==> src/hdl/timer_consts.svh <==
/*
  Named offsets, field positions, reset values and timing figures of the
  shared timer/watchdog prescaler block.
  Assumes it is included by bare name wherever these figures are needed.
*/
`ifndef TIMER_CONSTS_SVH
`define TIMER_CONSTS_SVH

// ----------------------------------------------------------------------
// Register byte addresses on the APB bus
// ----------------------------------------------------------------------
`define REG_TIMER       12'h000
`define REG_OPTION      12'h004
`define REG_CTRL        12'h008
`define REG_STATUS      12'h00C
`define REG_CONFIG      12'h010

// ----------------------------------------------------------------------
// Option control fields and reset value
// ----------------------------------------------------------------------
`define OPTION_RST      6'h3F
`define OPT_SRC_BIT     5
`define OPT_EDGE_BIT    4
`define OPT_ASSIGN_BIT  3
`define OPT_RATIO_MSB   2
`define OPT_RATIO_LSB   0

// ----------------------------------------------------------------------
// Control register fields
// ----------------------------------------------------------------------
`define CTRL_CLEAR_BIT  0
`define CTRL_SWEN_BIT   1

// ----------------------------------------------------------------------
// Configuration word fields
// ----------------------------------------------------------------------
`define CFG_PROT_MSB    11
`define CFG_PROT_LSB    3
`define CFG_WDOG_BIT    2
`define CFG_OSC_MSB     1
`define CFG_OSC_LSB     0

// ----------------------------------------------------------------------
// Counter widths, timing
// ----------------------------------------------------------------------
`define PRE_WIDTH       8
`define WDOG_WIDTH      8
`define HOLD_WIDTH      22
`define HOLD_TIME_MS    18
`define NS_PER_MS       1000000
`define CLK_PERIOD_NS   5

`endif

==> src/hdl/timer_pkg.sv <==
/*
  Types shared by the prescaler block: oscillator modes and start-up states.
  Assumes timer_consts.svh supplies all numeric figures.
*/
package timer_pkg;
  // Oscillator selection taken from the configuration word
  typedef enum logic [1:0] {
    OSC_LOW_XTAL  = 2'b00,
    OSC_STD_XTAL  = 2'b01,
    OSC_FAST_XTAL = 2'b10,
    OSC_RES_CAP   = 2'b11
  } osc_mode_t;

  // Start-up hold sequence, one-hot
  typedef enum logic [1:0] {
    ST_HOLD = 2'b01,
    ST_RUN  = 2'b10
  } run_state_t;
endpackage

==> src/hdl/prescaler_core.sv <==
/*
  Eight-bit prescaler shared between the timer and the watchdog.
  Assumes the caller picks the tick source and the clear cause; one clock.
*/
`timescale 1ns/1ps
`include "timer_consts.svh"

module prescaler_core import timer_pkg::*; (
  input  wire logic                   mclk_i,
  input  wire logic                   rst_b_i,
  input  wire logic                   clear_i,
  input  wire logic                   tick_i,
  input  wire logic                   to_timer_i,
  input  wire logic [2:0]             ratio_i,
  output logic                        pulse_o,
  output logic [`PRE_WIDTH-1:0]       count_o
);

  // ----------------------------------------------------------------------
  // Ratio decode
  // ----------------------------------------------------------------------
  // Timer side divides by 2..256, watchdog side by 1..128
  function automatic logic [`PRE_WIDTH-1:0] ratio_mask(input logic [2:0] r,
                                                      input logic       t);
    logic [`PRE_WIDTH-1:0] one;
    one = {{(`PRE_WIDTH-1){1'b0}}, 1'b1};
    // Shift amount is four bits wide so that ratio 7 on the timer side reaches 256
    ratio_mask = t ? ((one << ({1'b0, r} + 4'h1)) - one) : ((one << r) - one);
  endfunction

  logic [`PRE_WIDTH-1:0] cnt_r;   // Ripple-style count, not software visible
  logic [`PRE_WIDTH-1:0] mask;    // Low bits that must all be set

  assign mask    = ratio_mask(ratio_i, to_timer_i);
  assign count_o = cnt_r;
  // A clear swallows the tick in the same cycle
  assign pulse_o = tick_i & ~clear_i & ((cnt_r & mask) == mask);

  // ----------------------------------------------------------------------
  // Counter
  // ----------------------------------------------------------------------
  // All zeros after reset and after the clear cause that the caller picks
  always_ff @(posedge mclk_i) begin
    if (!rst_b_i) begin
      cnt_r <= '0;
    end else if (clear_i) begin
      cnt_r <= '0;
    end else if (tick_i) begin
      cnt_r <= cnt_r + {{(`PRE_WIDTH-1){1'b0}}, 1'b1};
    end
  end

  // ----------------------------------------------------------------------
  // Checks
  // ----------------------------------------------------------------------
  property p_clear_zero;
    @(posedge mclk_i) disable iff (!rst_b_i) clear_i |=> (cnt_r == '0);
  endproperty
  a_clear_zero: assert property (p_clear_zero) else $error("prescaler not cleared");

  property p_timer_min_div;
    @(posedge mclk_i) disable iff (!rst_b_i) (to_timer_i && pulse_o) |-> cnt_r[0];
  endproperty
  a_timer_min_div: assert property (p_timer_min_div) else $error("timer ratio below 2");

  property p_reset_zero;
    @(posedge mclk_i) disable iff (!rst_b_i) $rose(rst_b_i) |-> (cnt_r == '0);
  endproperty
  a_reset_zero: assert property (p_reset_zero) else $error("prescaler not zero after reset");

endmodule

==> src/hdl/timer_prescaler_clock_output.sv <==
/*
  Timer, watchdog, shared prescaler, programmable clock output pin and
  configuration word decode, with an APB register slave.
  Assumes one 200 MHz clock, a synchronous active-low reset, a static
  configuration word and asynchronous pins for count input and watchdog
  oscillator.
*/
// What this block does
// - resistor-capacitor mode: pin shows inverted timer bit0
// - ratio gives output from input/4 to /512
// - clearing bit0 drives pin high, setting low
// - watchdog off only by enables, own oscillator
// - hold chip in reset for 18 ms
// - config bits 11..3 zero enable code protection
// - config bit2 forces watchdog, else software enable
// - config bits 1..0 select oscillator mode
// - crystal modes also accept external clock input
// - prescaler serves timer or watchdog, never both
// - timer write clears prescaler when assigned timer
// - watchdog clear clears assigned prescaler; reset zeros
`timescale 1ns/1ps
`include "timer_consts.svh"

module timer_prescaler_clock_output import timer_pkg::*; #(
  parameter int unsigned HOLD_CYCLES =
    (`HOLD_TIME_MS * `NS_PER_MS + `CLK_PERIOD_NS - 1) / `CLK_PERIOD_NS
) (
  input  wire logic        mclk_i,
  input  wire logic        rst_b_i,
  input  wire logic        psel_i,
  input  wire logic        penable_i,
  input  wire logic        pwrite_i,
  input  wire logic [11:0] paddr_i,
  input  wire logic [31:0] pwdata_i,
  output logic      [31:0] prdata_o,
  output logic             pready_o,
  output logic             pslverr_o,
  input  wire logic [11:0] config_word_i,
  input  wire logic        external_count_input_i,
  input  wire logic        watchdog_osc_i,
  output logic             clock_output_pin_o,
  output logic             clock_output_pin_oe_b_o,
  output logic             watchdog_timeout_o,
  output logic             watchdog_active_o,
  output logic             chip_hold_o,
  output logic             code_protect_o,
  output logic             ext_clock_accept_o,
  output logic [1:0]       osc_mode_o
);

  // ----------------------------------------------------------------------
  // Bus decode
  // ----------------------------------------------------------------------
  // Address hit test, shared by read mux and error answer
  function automatic logic addr_mapped(input logic [11:0] a);
    addr_mapped = (a == `REG_TIMER) || (a == `REG_OPTION) || (a == `REG_CTRL) ||
                  (a == `REG_STATUS) || (a == `REG_CONFIG);
  endfunction

  logic        access;       // Access phase of any transfer
  logic        wr_en;        // Write takes effect this edge
  logic        wr_timer;     // Instruction writing the timer count
  logic        wr_ctrl;      // Write to the control register
  logic        wdog_clear;   // Watchdog clear instruction pulse

  assign access     = psel_i & penable_i;
  assign wr_en      = access & pwrite_i & addr_mapped(paddr_i);
  assign wr_timer   = wr_en & (paddr_i == `REG_TIMER);
  assign wr_ctrl    = wr_en & (paddr_i == `REG_CTRL);
  assign wdog_clear = wr_ctrl & pwdata_i[`CTRL_CLEAR_BIT];
  // Zero wait states; unmapped addresses answer with an error
  assign pready_o   = 1'b1;
  assign pslverr_o  = access & ~addr_mapped(paddr_i);

  // ----------------------------------------------------------------------
  // Pin synchronisers
  // ----------------------------------------------------------------------
  // Index 0: external count input, index 1: watchdog oscillator
  logic [1:0] pin_in;
  logic [2:0] sync_r [2];     // Three stages per pin
  logic [1:0] level_r;        // Filtered level
  logic [1:0] level_d_r;      // Level one cycle back

  assign pin_in = {watchdog_osc_i, external_count_input_i};

  generate
    for (genvar i = 0; i < 2; i++) begin : g_sync
      // First stage feeds only the second; level changes when 2 and 3 agree
      always_ff @(posedge mclk_i) begin
        if (!rst_b_i) begin
          sync_r[i]    <= 3'h0;
          level_r[i]   <= 1'b0;
          level_d_r[i] <= 1'b0;
        end else begin
          sync_r[i]    <= {sync_r[i][1:0], pin_in[i]};
          level_d_r[i] <= level_r[i];
          if (sync_r[i][1] == sync_r[i][2]) begin
            level_r[i] <= sync_r[i][2];
          end
        end
      end
    end
  endgenerate

  // ----------------------------------------------------------------------
  // Option, control and configuration state
  // ----------------------------------------------------------------------
  logic [5:0]  option_r;     // Source, edge, assignment, ratio
  logic        sw_wdog_en_r; // Software watchdog enable
  logic [11:0] config_r;     // Captured configuration word
  logic        config_ok_r;  // Configuration word captured
  logic        prescaler_assign_bit;
  logic        count_source_select;
  logic [2:0]  prescale_ratio_field;
  osc_mode_t   osc_mode;

  assign prescaler_assign_bit = option_r[`OPT_ASSIGN_BIT];
  assign count_source_select  = option_r[`OPT_SRC_BIT];
  assign prescale_ratio_field = option_r[`OPT_RATIO_MSB:`OPT_RATIO_LSB];
  assign osc_mode             = osc_mode_t'(config_r[`CFG_OSC_MSB:`CFG_OSC_LSB]);
  assign osc_mode_o           = osc_mode;

  // Option and software enable follow plain register writes
  always_ff @(posedge mclk_i) begin
    if (!rst_b_i) begin
      option_r     <= `OPTION_RST;
      sw_wdog_en_r <= 1'b0;
    end else begin
      if (wr_en && (paddr_i == `REG_OPTION)) begin
        option_r <= pwdata_i[5:0];
      end
      if (wr_ctrl) begin
        sw_wdog_en_r <= pwdata_i[`CTRL_SWEN_BIT];
      end
    end
  end

  // Configuration word is a strap: caught once, after reset release
  always_ff @(posedge mclk_i) begin
    if (!rst_b_i) begin
      config_r    <= 12'hFFF;
      config_ok_r <= 1'b0;
    end else if (!config_ok_r) begin
      config_r    <= config_word_i;
      config_ok_r <= 1'b1;
    end
  end

  // Any zero in the protection field turns protection on
  assign code_protect_o     = ~&config_r[`CFG_PROT_MSB:`CFG_PROT_LSB];
  // Crystal modes also take a driven clock on the oscillator input
  assign ext_clock_accept_o = (osc_mode != OSC_RES_CAP);

  // ----------------------------------------------------------------------
  // Start-up hold
  // ----------------------------------------------------------------------
  run_state_t              run_state_r;
  logic [`HOLD_WIDTH-1:0]  hold_cnt_r;

  // Keeps the chip held until the oscillator has had time to settle
  always_ff @(posedge mclk_i) begin
    if (!rst_b_i) begin
      run_state_r <= ST_HOLD;
      hold_cnt_r  <= '0;
    end else begin
      case (run_state_r)
        ST_HOLD: begin
          if (hold_cnt_r == `HOLD_WIDTH'(HOLD_CYCLES - 1)) begin
            run_state_r <= ST_RUN;
          end else begin
            hold_cnt_r <= hold_cnt_r + {{(`HOLD_WIDTH-1){1'b0}}, 1'b1};
          end
        end
        ST_RUN: begin
          run_state_r <= ST_RUN;
        end
        default: begin
          run_state_r <= ST_HOLD;
          hold_cnt_r  <= '0;
        end
      endcase
    end
  end

  assign chip_hold_o = (run_state_r != ST_RUN);

  // ----------------------------------------------------------------------
  // Tick sources and the shared prescaler
  // ----------------------------------------------------------------------
  logic src_tick;      // Timer source event
  logic wdog_tick;     // Watchdog oscillator rising edge
  logic wdog_active;   // Watchdog running
  logic pre_clear;
  logic pre_tick;
  logic pre_pulse;

  // Internal source counts every cycle; external edge picked by edge bit
  assign src_tick = !count_source_select ? 1'b1 :
                    (option_r[`OPT_EDGE_BIT] ? (~level_r[0] & level_d_r[0])
                                             : (level_r[0] & ~level_d_r[0]));
  assign wdog_tick = level_r[1] & ~level_d_r[1];   // Own oscillator
  // Only the two enables can stop the watchdog
  assign wdog_active = config_ok_r & (config_r[`CFG_WDOG_BIT] | sw_wdog_en_r);
  assign watchdog_active_o = wdog_active;

  // The clear cause follows the current assignment
  assign pre_clear = prescaler_assign_bit ? wdog_clear : wr_timer;
  // Only the assigned side feeds the prescaler
  assign pre_tick  = prescaler_assign_bit ? (wdog_tick & wdog_active) : src_tick;

  prescaler_core u_pre (
    .mclk_i     (mclk_i),
    .rst_b_i    (rst_b_i),
    .clear_i    (pre_clear),
    .tick_i     (pre_tick),
    .to_timer_i (~prescaler_assign_bit),
    .ratio_i    (prescale_ratio_field),
    .pulse_o    (pre_pulse),
    .count_o    ()
  );

  // ----------------------------------------------------------------------
  // Timer count register and clock output pin
  // ----------------------------------------------------------------------
  logic [7:0] timer_count_register;
  logic [7:0] timer_nxt;
  logic       timer_inc;
  logic       clk_out_r;

  // Bypassed prescaler gives one count per source event
  assign timer_inc = prescaler_assign_bit ? src_tick : pre_pulse;

  // A software write, including bit set or clear of bit 0, wins over a count
  always_comb begin
    timer_nxt = timer_count_register;
    if (wr_timer) begin
      timer_nxt = pwdata_i[7:0];
    end else if (timer_inc) begin
      timer_nxt = timer_count_register + 8'h01;
    end
  end

  always_ff @(posedge mclk_i) begin
    if (!rst_b_i) begin
      timer_count_register <= 8'h00;
      clk_out_r            <= 1'b1;
    end else begin
      timer_count_register <= timer_nxt;
      clk_out_r            <= ~timer_nxt[0];
    end
  end

  // Pin driven only in resistor-capacitor mode; else left to the oscillator
  assign clock_output_pin_o      = clk_out_r;
  assign clock_output_pin_oe_b_o = (osc_mode != OSC_RES_CAP);

  // ----------------------------------------------------------------------
  // Watchdog counter
  // ----------------------------------------------------------------------
  logic [`WDOG_WIDTH-1:0] wdog_cnt_r;
  logic                   wdog_inc;
  logic                   timeout_r;

  assign wdog_inc = wdog_active & (prescaler_assign_bit ? pre_pulse : wdog_tick);

  // Held at zero while disabled; a clear restarts the count
  always_ff @(posedge mclk_i) begin
    if (!rst_b_i) begin
      wdog_cnt_r <= '0;
      timeout_r  <= 1'b0;
    end else begin
      timeout_r <= wdog_inc & ~wdog_clear & (&wdog_cnt_r);
      if (!wdog_active || wdog_clear) begin
        wdog_cnt_r <= '0;
      end else if (wdog_inc) begin
        wdog_cnt_r <= wdog_cnt_r + {{(`WDOG_WIDTH-1){1'b0}}, 1'b1};
      end
    end
  end

  assign watchdog_timeout_o = timeout_r;

  // ----------------------------------------------------------------------
  // Read data, captured in the setup phase
  // ----------------------------------------------------------------------
  logic [31:0] rd_mux;
  logic [31:0] prdata_r;

  always_comb begin
    rd_mux = 32'h0000_0000;
    if (addr_mapped(paddr_i)) begin
      case (paddr_i)
        `REG_TIMER:  rd_mux[7:0]  = timer_count_register;
        `REG_OPTION: rd_mux[5:0]  = option_r;
        `REG_CTRL:   rd_mux[`CTRL_SWEN_BIT] = sw_wdog_en_r;
        `REG_STATUS: rd_mux[6:0]  = {chip_hold_o, osc_mode, code_protect_o,
                                     ext_clock_accept_o, wdog_active, clk_out_r};
        `REG_CONFIG: rd_mux[11:0] = config_r;
        default:     rd_mux       = 32'h0000_0000;
      endcase
    end
  end

  always_ff @(posedge mclk_i) begin
    if (!rst_b_i) begin
      prdata_r <= 32'h0000_0000;
    end else if (psel_i && !penable_i && !pwrite_i) begin
      prdata_r <= rd_mux;
    end
  end

  assign prdata_o = prdata_r;

  // ----------------------------------------------------------------------
  // Checks
  // ----------------------------------------------------------------------
  property p_pin_rescap;
    @(posedge mclk_i) disable iff (!rst_b_i) (osc_mode == OSC_RES_CAP)
      |-> (!clock_output_pin_oe_b_o && clock_output_pin_o == ~timer_count_register[0]);
  endproperty
  a_pin_rescap: assert property (p_pin_rescap) else $error("pin not inverted bit0");

  property p_pin_xtal;
    @(posedge mclk_i) disable iff (!rst_b_i) (osc_mode != OSC_RES_CAP) |-> clock_output_pin_oe_b_o;
  endproperty
  a_pin_xtal: assert property (p_pin_xtal) else $error("pin driven in crystal mode");

  property p_bit_clear_high;
    @(posedge mclk_i) disable iff (!rst_b_i) (wr_timer && !pwdata_i[0]) |=> clock_output_pin_o;
  endproperty
  a_bit_clear_high: assert property (p_bit_clear_high) else $error("bit clear not high");

  property p_wdog_forced;
    @(posedge mclk_i) disable iff (!rst_b_i)
      (config_ok_r && config_r[`CFG_WDOG_BIT]) |-> watchdog_active_o;
  endproperty
  a_wdog_forced: assert property (p_wdog_forced) else $error("watchdog not forced on");

  property p_wdog_idle;
    @(posedge mclk_i) disable iff (!rst_b_i) !wdog_active ##1 !wdog_active |-> (wdog_cnt_r == '0);
  endproperty
  a_wdog_idle: assert property (p_wdog_idle) else $error("disabled watchdog counts");

  property p_hold_release;
    @(posedge mclk_i) disable iff (!rst_b_i) $fell(chip_hold_o)
      |-> ($past(hold_cnt_r) == `HOLD_WIDTH'(HOLD_CYCLES - 1));
  endproperty
  a_hold_release: assert property (p_hold_release) else $error("hold released early");

  property p_protect;
    @(posedge mclk_i) disable iff (!rst_b_i)
      code_protect_o == (config_r[`CFG_PROT_MSB:`CFG_PROT_LSB] != 9'h1FF);
  endproperty
  a_protect: assert property (p_protect) else $error("protection decode wrong");

  property p_osc_sel;
    @(posedge mclk_i) disable iff (!rst_b_i) config_ok_r ##1 1'b1
      |-> (osc_mode_o == config_r[`CFG_OSC_MSB:`CFG_OSC_LSB]);
  endproperty
  a_osc_sel: assert property (p_osc_sel) else $error("oscillator mode wrong");

  property p_single_owner;
    @(posedge mclk_i) disable iff (!rst_b_i) prescaler_assign_bit |-> (timer_inc == src_tick);
  endproperty
  a_single_owner: assert property (p_single_owner) else $error("prescaler feeds timer");

  c_pin_toggle: cover property (@(posedge mclk_i) disable iff (!rst_b_i)
    (osc_mode == OSC_RES_CAP) && $changed(clock_output_pin_o));
  c_timeout: cover property (@(posedge mclk_i) disable iff (!rst_b_i) watchdog_timeout_o);
  c_hold_done: cover property (@(posedge mclk_i) disable iff (!rst_b_i) $fell(chip_hold_o));

endmodule

==> config.mk <==
export PLATFORM = sky130hd
export DESIGN_NAME = timer_prescaler_clock_output
export DESIGN_NICKNAME = d
export VERILOG_FILES = /design/src/hdl/timer_pkg.sv /design/src/hdl/prescaler_core.sv /design/src/hdl/timer_prescaler_clock_output.sv
export VERILOG_INCLUDE_DIRS = /design/src /design/src/hdl
export SDC_FILE = /design/constraint.sdc
export NUM_CORES = 1
export LEC_CHECK = 0
export ABC_AREA = 1
export CORE_MARGIN = 1
export CORE_UTILIZATION = 45
export CTS_BUF_LIST = sky130_fd_sc_hd__clkbuf_16
export DETAILED_ROUTE_END_ITERATION = 6
export DONT_BUFFER_PORTS = 1
export GPL_TIMING_DRIVEN = 0
export PLACE_DENSITY = 0.59
export SLEW_MARGIN = 20
export SYNTH_ARGS = -nofsm -noshare
export SYNTH_HDL_FRONTEND = slang
export SYNTH_SLANG_ARGS = --single-unit
==> constraint.sdc <==
create_clock -name mclk_i -period 3.4 [get_ports mclk_i]
set_input_delay 0.34 -clock mclk_i [delete_from_list [all_inputs] [get_ports mclk_i]]
set_output_delay 0.34 -clock mclk_i [all_outputs]
set_load 0.05 [all_outputs]
# --- After elaboration in Yosys (flattened, before gate mapping) ---
# Memory sizes are Yosys's and may differ from the RTL's.
# Cells that the tools add are included.
classes:
  n_bitwise: 30
  div: 0
  n_reduce_logical: 19
  shifts: 2
  mux: 24
  addsub: 7
  magnitude_cmp: 0
  n_mul: 0
  n_eq_ne: 14
op_table:
  columns: ["operator", "n"]
  rows:
  - ["$pmux W22 S2", 1]
  - ["$add A8 B1 Y8 const B", 3]
  - ["$eq A12 B4 Y1 const B", 2]
  - ["$mux W8", 3]
  - ["$add A22 B1 Y22 const B", 1]
  - ["$eq A22 B22 Y1 const B", 1]
  - ["$mux W22", 1]
  - ["$and A1 B1 Y1", 17]
  - ["$pmux W4 S4", 1]
  - ["$sub A8 B1 Y8 const B", 2]
  - ["$eq A12 B3 Y1 const B", 1]
  - ["$eq A12 B5 Y1 const B", 1]
  - ["$logic_not A12 Y1", 1]
  - ["$mux W12", 1]
  - ["$not A1 Y1", 9]
  - ["$reduce_and A9 Y1", 1]
  - ["$and A8 B8 Y8", 1]
  - ["$eq A8 B8 Y1", 1]
  - ["$mux W1", 8]
  - ["$ne A2 B2 Y1 const B", 4]
  - ["$reduce_and A8 Y1", 1]
  - ["$shl A1 B3 Y8 const A", 1]
  - ["$shl A1 B4 Y8 const A", 1]
  - ["$mux W3", 2]
  - ["other kinds (18)", 31]
word_totals:
  register_bits: 106
  latch_bits: 0
  memories: 1
  romBits: 0
  elab_cells: 114
  mem_bits_rw: 6
memory_table:
  columns: ["memory", "words", "word_bits", "rd", "rd_ports_with_merged_regs", "write_ports", "line", "text"]
  rows:
  - ["sync_r", 2, 3, 2, 0, 2, "timer_prescaler_clock_output.sv:80", "logic [2:0] sync_r [2];"]

# --- Longest topological paths before layout ---
depth:
  depth_word: 16
  ltp_mapped: 21
  depth_no_buf: 21

# --- Modules after synthesis ---
# From an unflattened synthesis, not the netlist that was laid out.
unflattened:
  hier_cells: 831
  hier_area_um2: 5302.6
by_module_without_submodules:
  columns: ["mod", "area_per_inst_um2", "seq_area_each_um2", "n_inst", "cells_each"]
  rows:
  - ["timer_prescaler_clock_output", 4645.7, 1681.6, 1, 715]
  - ["prescaler_core", 656.9, 160.2, 1, 116]

# --- Least setup slack after synthesis ---
# Ideal clock, no wire load.
synth_timing:
  path_kind: "reg2reg"
  startpoint: "reg option_r[0]"
  endpoint: "reg timer_count_register[1]"
  required_time_ps: 3272
  stages_incl_launch_ff: 22
  arrival_time_ps: 2265
  path_slack_ps: 1007
  setup_time_ps: 128
  cell_sequence: "dfxtp_1 ha_1 nand2_1 nand2_1 inv_2 nand2_2 nor2_2 inv_1 ha_1 or2_2 nand2_1 inv_1 nand3_1 nor2_2 nand3_2 nor2_4 nand3_2 nand2_2 nand3_1 nand2_1 nor2_1 nor2_1"
synth_between:
  elab_chain_cells: 9
  elab_cells_between_ends: 11
synth_rtl:
  columns: ["element", "line", "text"]
  rows:
  - ["start, declared", "timer_prescaler_clock_output.sv:108", "logic [5:0] option_r;"]
  - ["start signal, assigned", "timer_prescaler_clock_output.sv:126", "option_r <= `OPTION_RST;"]
  - ["start signal, assigned", "timer_prescaler_clock_output.sv:130", "option_r <= pwdata_i[5:0];"]
  - ["$add A3 B1 Y4", "prescaler_core.sv:28", "ratio_mask = t ? ((one << ({1'b0, r} + 4'h1)) - one) : ((one << r) - one);"]
  - ["$shl A1 B4 Y8", "prescaler_core.sv:28", null]
  - ["$sub A8 B1 Y8", "prescaler_core.sv:28", null]
  - ["$mux W8 (*)", "prescaler_core.sv:28", null]
  - ["$and A8 B8 Y8", "prescaler_core.sv:37", "assign pulse_o = tick_i & ~clear_i & ((cnt_r & mask) == mask);"]
  - ["$eq A8 B8 Y1 (*)", "prescaler_core.sv:37", null]
  - ["$and A1 B1 Y1 (*)", "prescaler_core.sv:37", null]
  - ["$mux W1 (*)", "timer_prescaler_clock_output.sv:231", "assign timer_inc = prescaler_assign_bit ? src_tick : pre_pulse;"]
  - ["$reduce_bool A2 Y1 (no source line) (*)", null, null]
  - ["end signal, assigned", "timer_prescaler_clock_output.sv:248", "timer_count_register <= timer_nxt;"]
  - ["end, declared", "timer_prescaler_clock_output.sv:225", "logic [7:0] timer_count_register;"]
# Every way passes the cells marked *; elsewhere a longest branch is shown, timed or not.
# A chain may end at the register's enable or synchronous reset.

# --- Worst setup path after layout ---
layout_timing:
  startpoint: "reg option_r[1]"
  endpoint: "reg clk_out_r, in the netlist clock_output_pin_o"
layout_between:
  elab_chain_cells: 11
  elab_cells_between_ends: 13
layout_rtl:
  columns: ["element", "line", "text"]
  rows:
  - ["$add A3 B1 Y4", "prescaler_core.sv:28", null]
  - ["$shl A1 B4 Y8", "prescaler_core.sv:28", null]
  - ["$sub A8 B1 Y8", "prescaler_core.sv:28", null]
  - ["$mux W8 (*)", "prescaler_core.sv:28", null]
  - ["$and A8 B8 Y8", "prescaler_core.sv:37", null]
  - ["$eq A8 B8 Y1 (*)", "prescaler_core.sv:37", null]
  - ["$and A1 B1 Y1 (*)", "prescaler_core.sv:37", null]
  - ["$mux W1 (*)", "timer_prescaler_clock_output.sv:231", null]
  - ["$mux W8 (*)", "timer_prescaler_clock_output.sv:238", "end else if (timer_inc) begin"]
  - ["$mux W8 (*)", "timer_prescaler_clock_output.sv:236", "if (wr_timer) begin"]
  - ["$not A1 Y1 (*)", "timer_prescaler_clock_output.sv:249", "clk_out_r <= ~timer_nxt[0];"]
  - ["end signal, assigned", "timer_prescaler_clock_output.sv:249", null]
  - ["end, declared", "timer_prescaler_clock_output.sv:228", "logic clk_out_r;"]
# Every way passes the cells marked *; elsewhere a longest branch is shown, timed or not. The select of a mux whose other input is x is not followed.

==> summary.txt <==
Setup path
  – R2r setup slk: 690 ps
  – Worst Setup Start Kind: flop
  – Crit Path Category: reg -> reg
  – Crit-path slowest cell: dfxtp_1
  – Worst r2r src: option_r[1]
  – CP max FO: 7
  – Reg2Reg Depth: 20
  – Crit path to: clock_output_pin_o
  – Slowest stage delay, CP: between 400 and 500 ps
  – Critical Path Source: option_r[1]
  – Reg2reg end: clock_output_pin_o
  – Crit. End Element: flop
  – Cell Chain, Critical Path: ha_1 > nand2_1 > nand2_1 > inv_2 > nand2_2 > nor2_2 > inv_1 > ha_1 > or2_2 > nand2_1 > inv_1 > nand3_1 > nor2_2 > nand3_2 > nor2_4 > nand3_2 > nand2_2 > nand2_1 > nand3_1 > nand3_2
  – Req. time, crit path: 3600 ps
  – Worst EP arrival: 2910 ps
  – CP most frequent cell: nand2_1

Timing
  – Hold Vio Cnt, Final: 0
  – Fin crit period: 2710 ps
  – Final setup violating endpoints: 0
  – Final setup TNS: 0 ps
  – Max-slew violations: 0
  – Clk_skew: 7.31 ps
  – Actual slew at the worst max-slew pin: ~1100 ps
  – Max-slew headroom: roughly 29%
  – Max Freq: 0.369 GHz
  – RSZ-0062 raised after global routing: false
  – Final period util: 79.7%

Logic synthesis
  – Synthesized instance count: roughly 730
  – Yosys reg bits: 92
  – Yosys warns: 0
  – Commonest cells in the netlist: nand2_1 (162), inv_1 (94), dfxtp_1 (92)
  – Post-synth cell types: 43
  – Post-Syn Area: 0.00503 mm2
  – Cell accounting for the most synthesized area: dfxtp_1
  – Post-synth EDFFs: 0
  – Seq/Total Area, Yosys: 36.6%
  – Asr flop ratio synth: 0%
  – Count leader, synth: nand2_1
  – Avg Cell Area, Syn: 6.86 um2
  – Yosys top cell area share: 36.6%
  – Main flop type after synthesis: dfxtp_1
  – Synth top area cells: dfxtp_1 (37%), nand2_1 (12%), inv_1 (7.0%)

Placed design
  – Post-DP HPWL: 9120 um
  – Area after DPL: approximately 0.0053 mm2
  – Port Buffer Count: 0
  – Routability Congestion: between 0.8 and 0.9

Cells and area
  – Nets: 836
  – Design area: ~0.0056 mm2
  – Fill cells: 1134
  – Share of cells above drive strength 1: 10.6%
  – Area grow syn2layout: 11.4%
  – N_diodes: 0

Power and ir drop
  – Int Pwr: about 1800 uW
  – P_leak: 0.00252 uW
  – Tot Pwr: around 2400 uW
  – Sw Ratio: 25.3%
  – Power Density: 426 mW/mm2
  – Combinational power share: roughly 7.7%
  – NetSw: 604 uW
  – Peak VDD IR: between 0.3 and 0.4 mV
  – Reg power frac: 46.6%
  – Clock share of power: 45.7%

Routing
  – Final wirelength: 11900 um
  – First-pass detailed-route iteration total: 5
  – Initial DRC Count: 186
  – Drt wl/cell: around 13 um
  – Routed vias/inst: 5.10
  – Number of antenna-violating nets in the routed design: 0
  – DR DRC count: 0
  – Vias: 4644

Job
  – Max-Cap Viols: 0

Run status
  – Status: completed

Die
  – Initial Util: 46.2%
  – Row Count: 38
  – Ports: 106
  – DIE HEIGHT: 108 um
  – Die span in x: 108 um
  – Core Box Area: 0.0109 mm2
  – Die ar.: 0.0116 mm2

Clock tree
  – Post_cts resized: 0
  – Clk pin slew, worst setup/hold paths: 60 ps
  – Sinks on the clock net: a little over 90
  – Clock root buffer: clkbuf_16
  – TritonCTS clock tree: yes
  – Clock Latency Late Sink: around 360 ps
  – TritonCTS buffer count: 9
  – Clock buffer depth: 2
  – Post CTS Setup Buffer Count: 0
  – H-tree Lvls: 3

Global routing
  – Vias in the first global route: approximately 4400
  – Largest net degree at the start of global routing: 16
  – Initial antenna violation count: 0
  – GRT Overall Usage: 22.0%
  – Aggregate global routing overflow: 0
  – First-pass GRT wire length: ~20000 um

Min path
  – Worst Hold Class: in -> reg
sequential cells by signal, indices dropped and copies added (netlist names), 2 cells and up:
register / flops
level_d_r: 2
hold_cnt_r: 22
config_r: 12
run_state_r: 2
option_r: 6
sync_r: 6
timer_count_register: 8
wdog_cnt_r: 8
u_pre.count_o: 8
level_r: 2
prdata_o: 12
routing by layer:
metal / up-vias / global-route usage, % / part of all wire [%]
li1: 2416 / - / -
met1: 2094 / 26.2 / 46
met4: 0 / 8.02 / 1.8
met5: - / 0 / 0
met3: 17 / 7.02 / 6.1
met2: 117 / 36.8 / 46
cells by family after synthesis:
family                   count (synthesis)  synth area share (%)
AND/OR/NAND/NOR                        379                  34.5
adder cells (fa/ha/maj)                  8                  1.99
XOR/XNOR                                17                  2.96
AO/OA/AOI/OAI                           98                  11.5
buffers and inverters                  138                  12.3
flip-flops                              92                  36.6
other                                    2                 0.149
worst min-delay path by stage:
| stage | cells after the start | to | startpoint |
|---|---|---|---|
| floorplan | 0 | config_ok_r | rst_b_i |
| global placement | 0 | config_ok_r | rst_b_i |
| detailed placement | 0 | config_ok_r | rst_b_i |
| CTS | 0 | config_ok_r | rst_b_i |
| global route | 2 | sync_r[1][0] | watchdog_osc_i |
| finish | 2 | sync_r[1][0] | watchdog_osc_i |
layout make-up:
cell class                      instances  area (um2)  area share (%)
Inverter                              102         385            6.88
Clock inverter                          7        90.1            1.61
Tap cell                              140         175            3.12
Sequential cell                        92        1840            32.9
Clock buffer                            9         225            4.02
Buffer                                 36         235            4.20
Timing Repair Buffer                    1        10.0           0.179
Multi-Input combinational cell        523        2640            47.1
placed cells by master (no fill, tap or decap), types with 8 or more instances in the layout:
cell,n
nand2_1,162
nand4_1,27
ha_1,8
a21oi_1,43
inv_1,94
buf_4,26
nor3_1,30
clkbuf_16,9
nor2_1,67
nand2_2,9
dfxtp_1,92
nand3_1,57
conb_1,21
o21ai_0,26
xor2_1,13
power groups by stage:
| stage | registers (uW) | clock network [uW] | logic, uW |
|---|---|---|---|
| after floorplan | 1130 | 0 | 161 |
| after global placement | 1140 | 0 | 180 |
| after detailed placement | 1140 | 0 | 182 |
| after CTS | 1110 | 1110 | 182 |
| after global routing | 1110 | 1150 | 200 |
| final | 1110 | 1090 | 183 |
metrics by stage:
step	hold WS, ps	worst slack, ps	instances	utilization, %
2_1_floorplan	368	1010	753	-
3_3_place_gp	368	710	893	48.5
3_5_place_dp	368	724	893	48.5
4_1_cts	0.540	702	909	51.4
5_1_grt	80.7	433	910	51.5
6_report	81.5	691	910	51.5
worst max-delay path: cells and delay by family, from the launching register on:
kind,cells,cell delay [ps]
flops,1,450
buf+inv,3,180
fa+ha+maj,2,530
simple gates,15,1400
repair_timing:
item / CTS / global route
hold endpoints to repair: 0 / 1
hold buffers: 0 / 1
endpoints found under the setup margin: 0 / 0
Power figures use the tool's default switching activity.
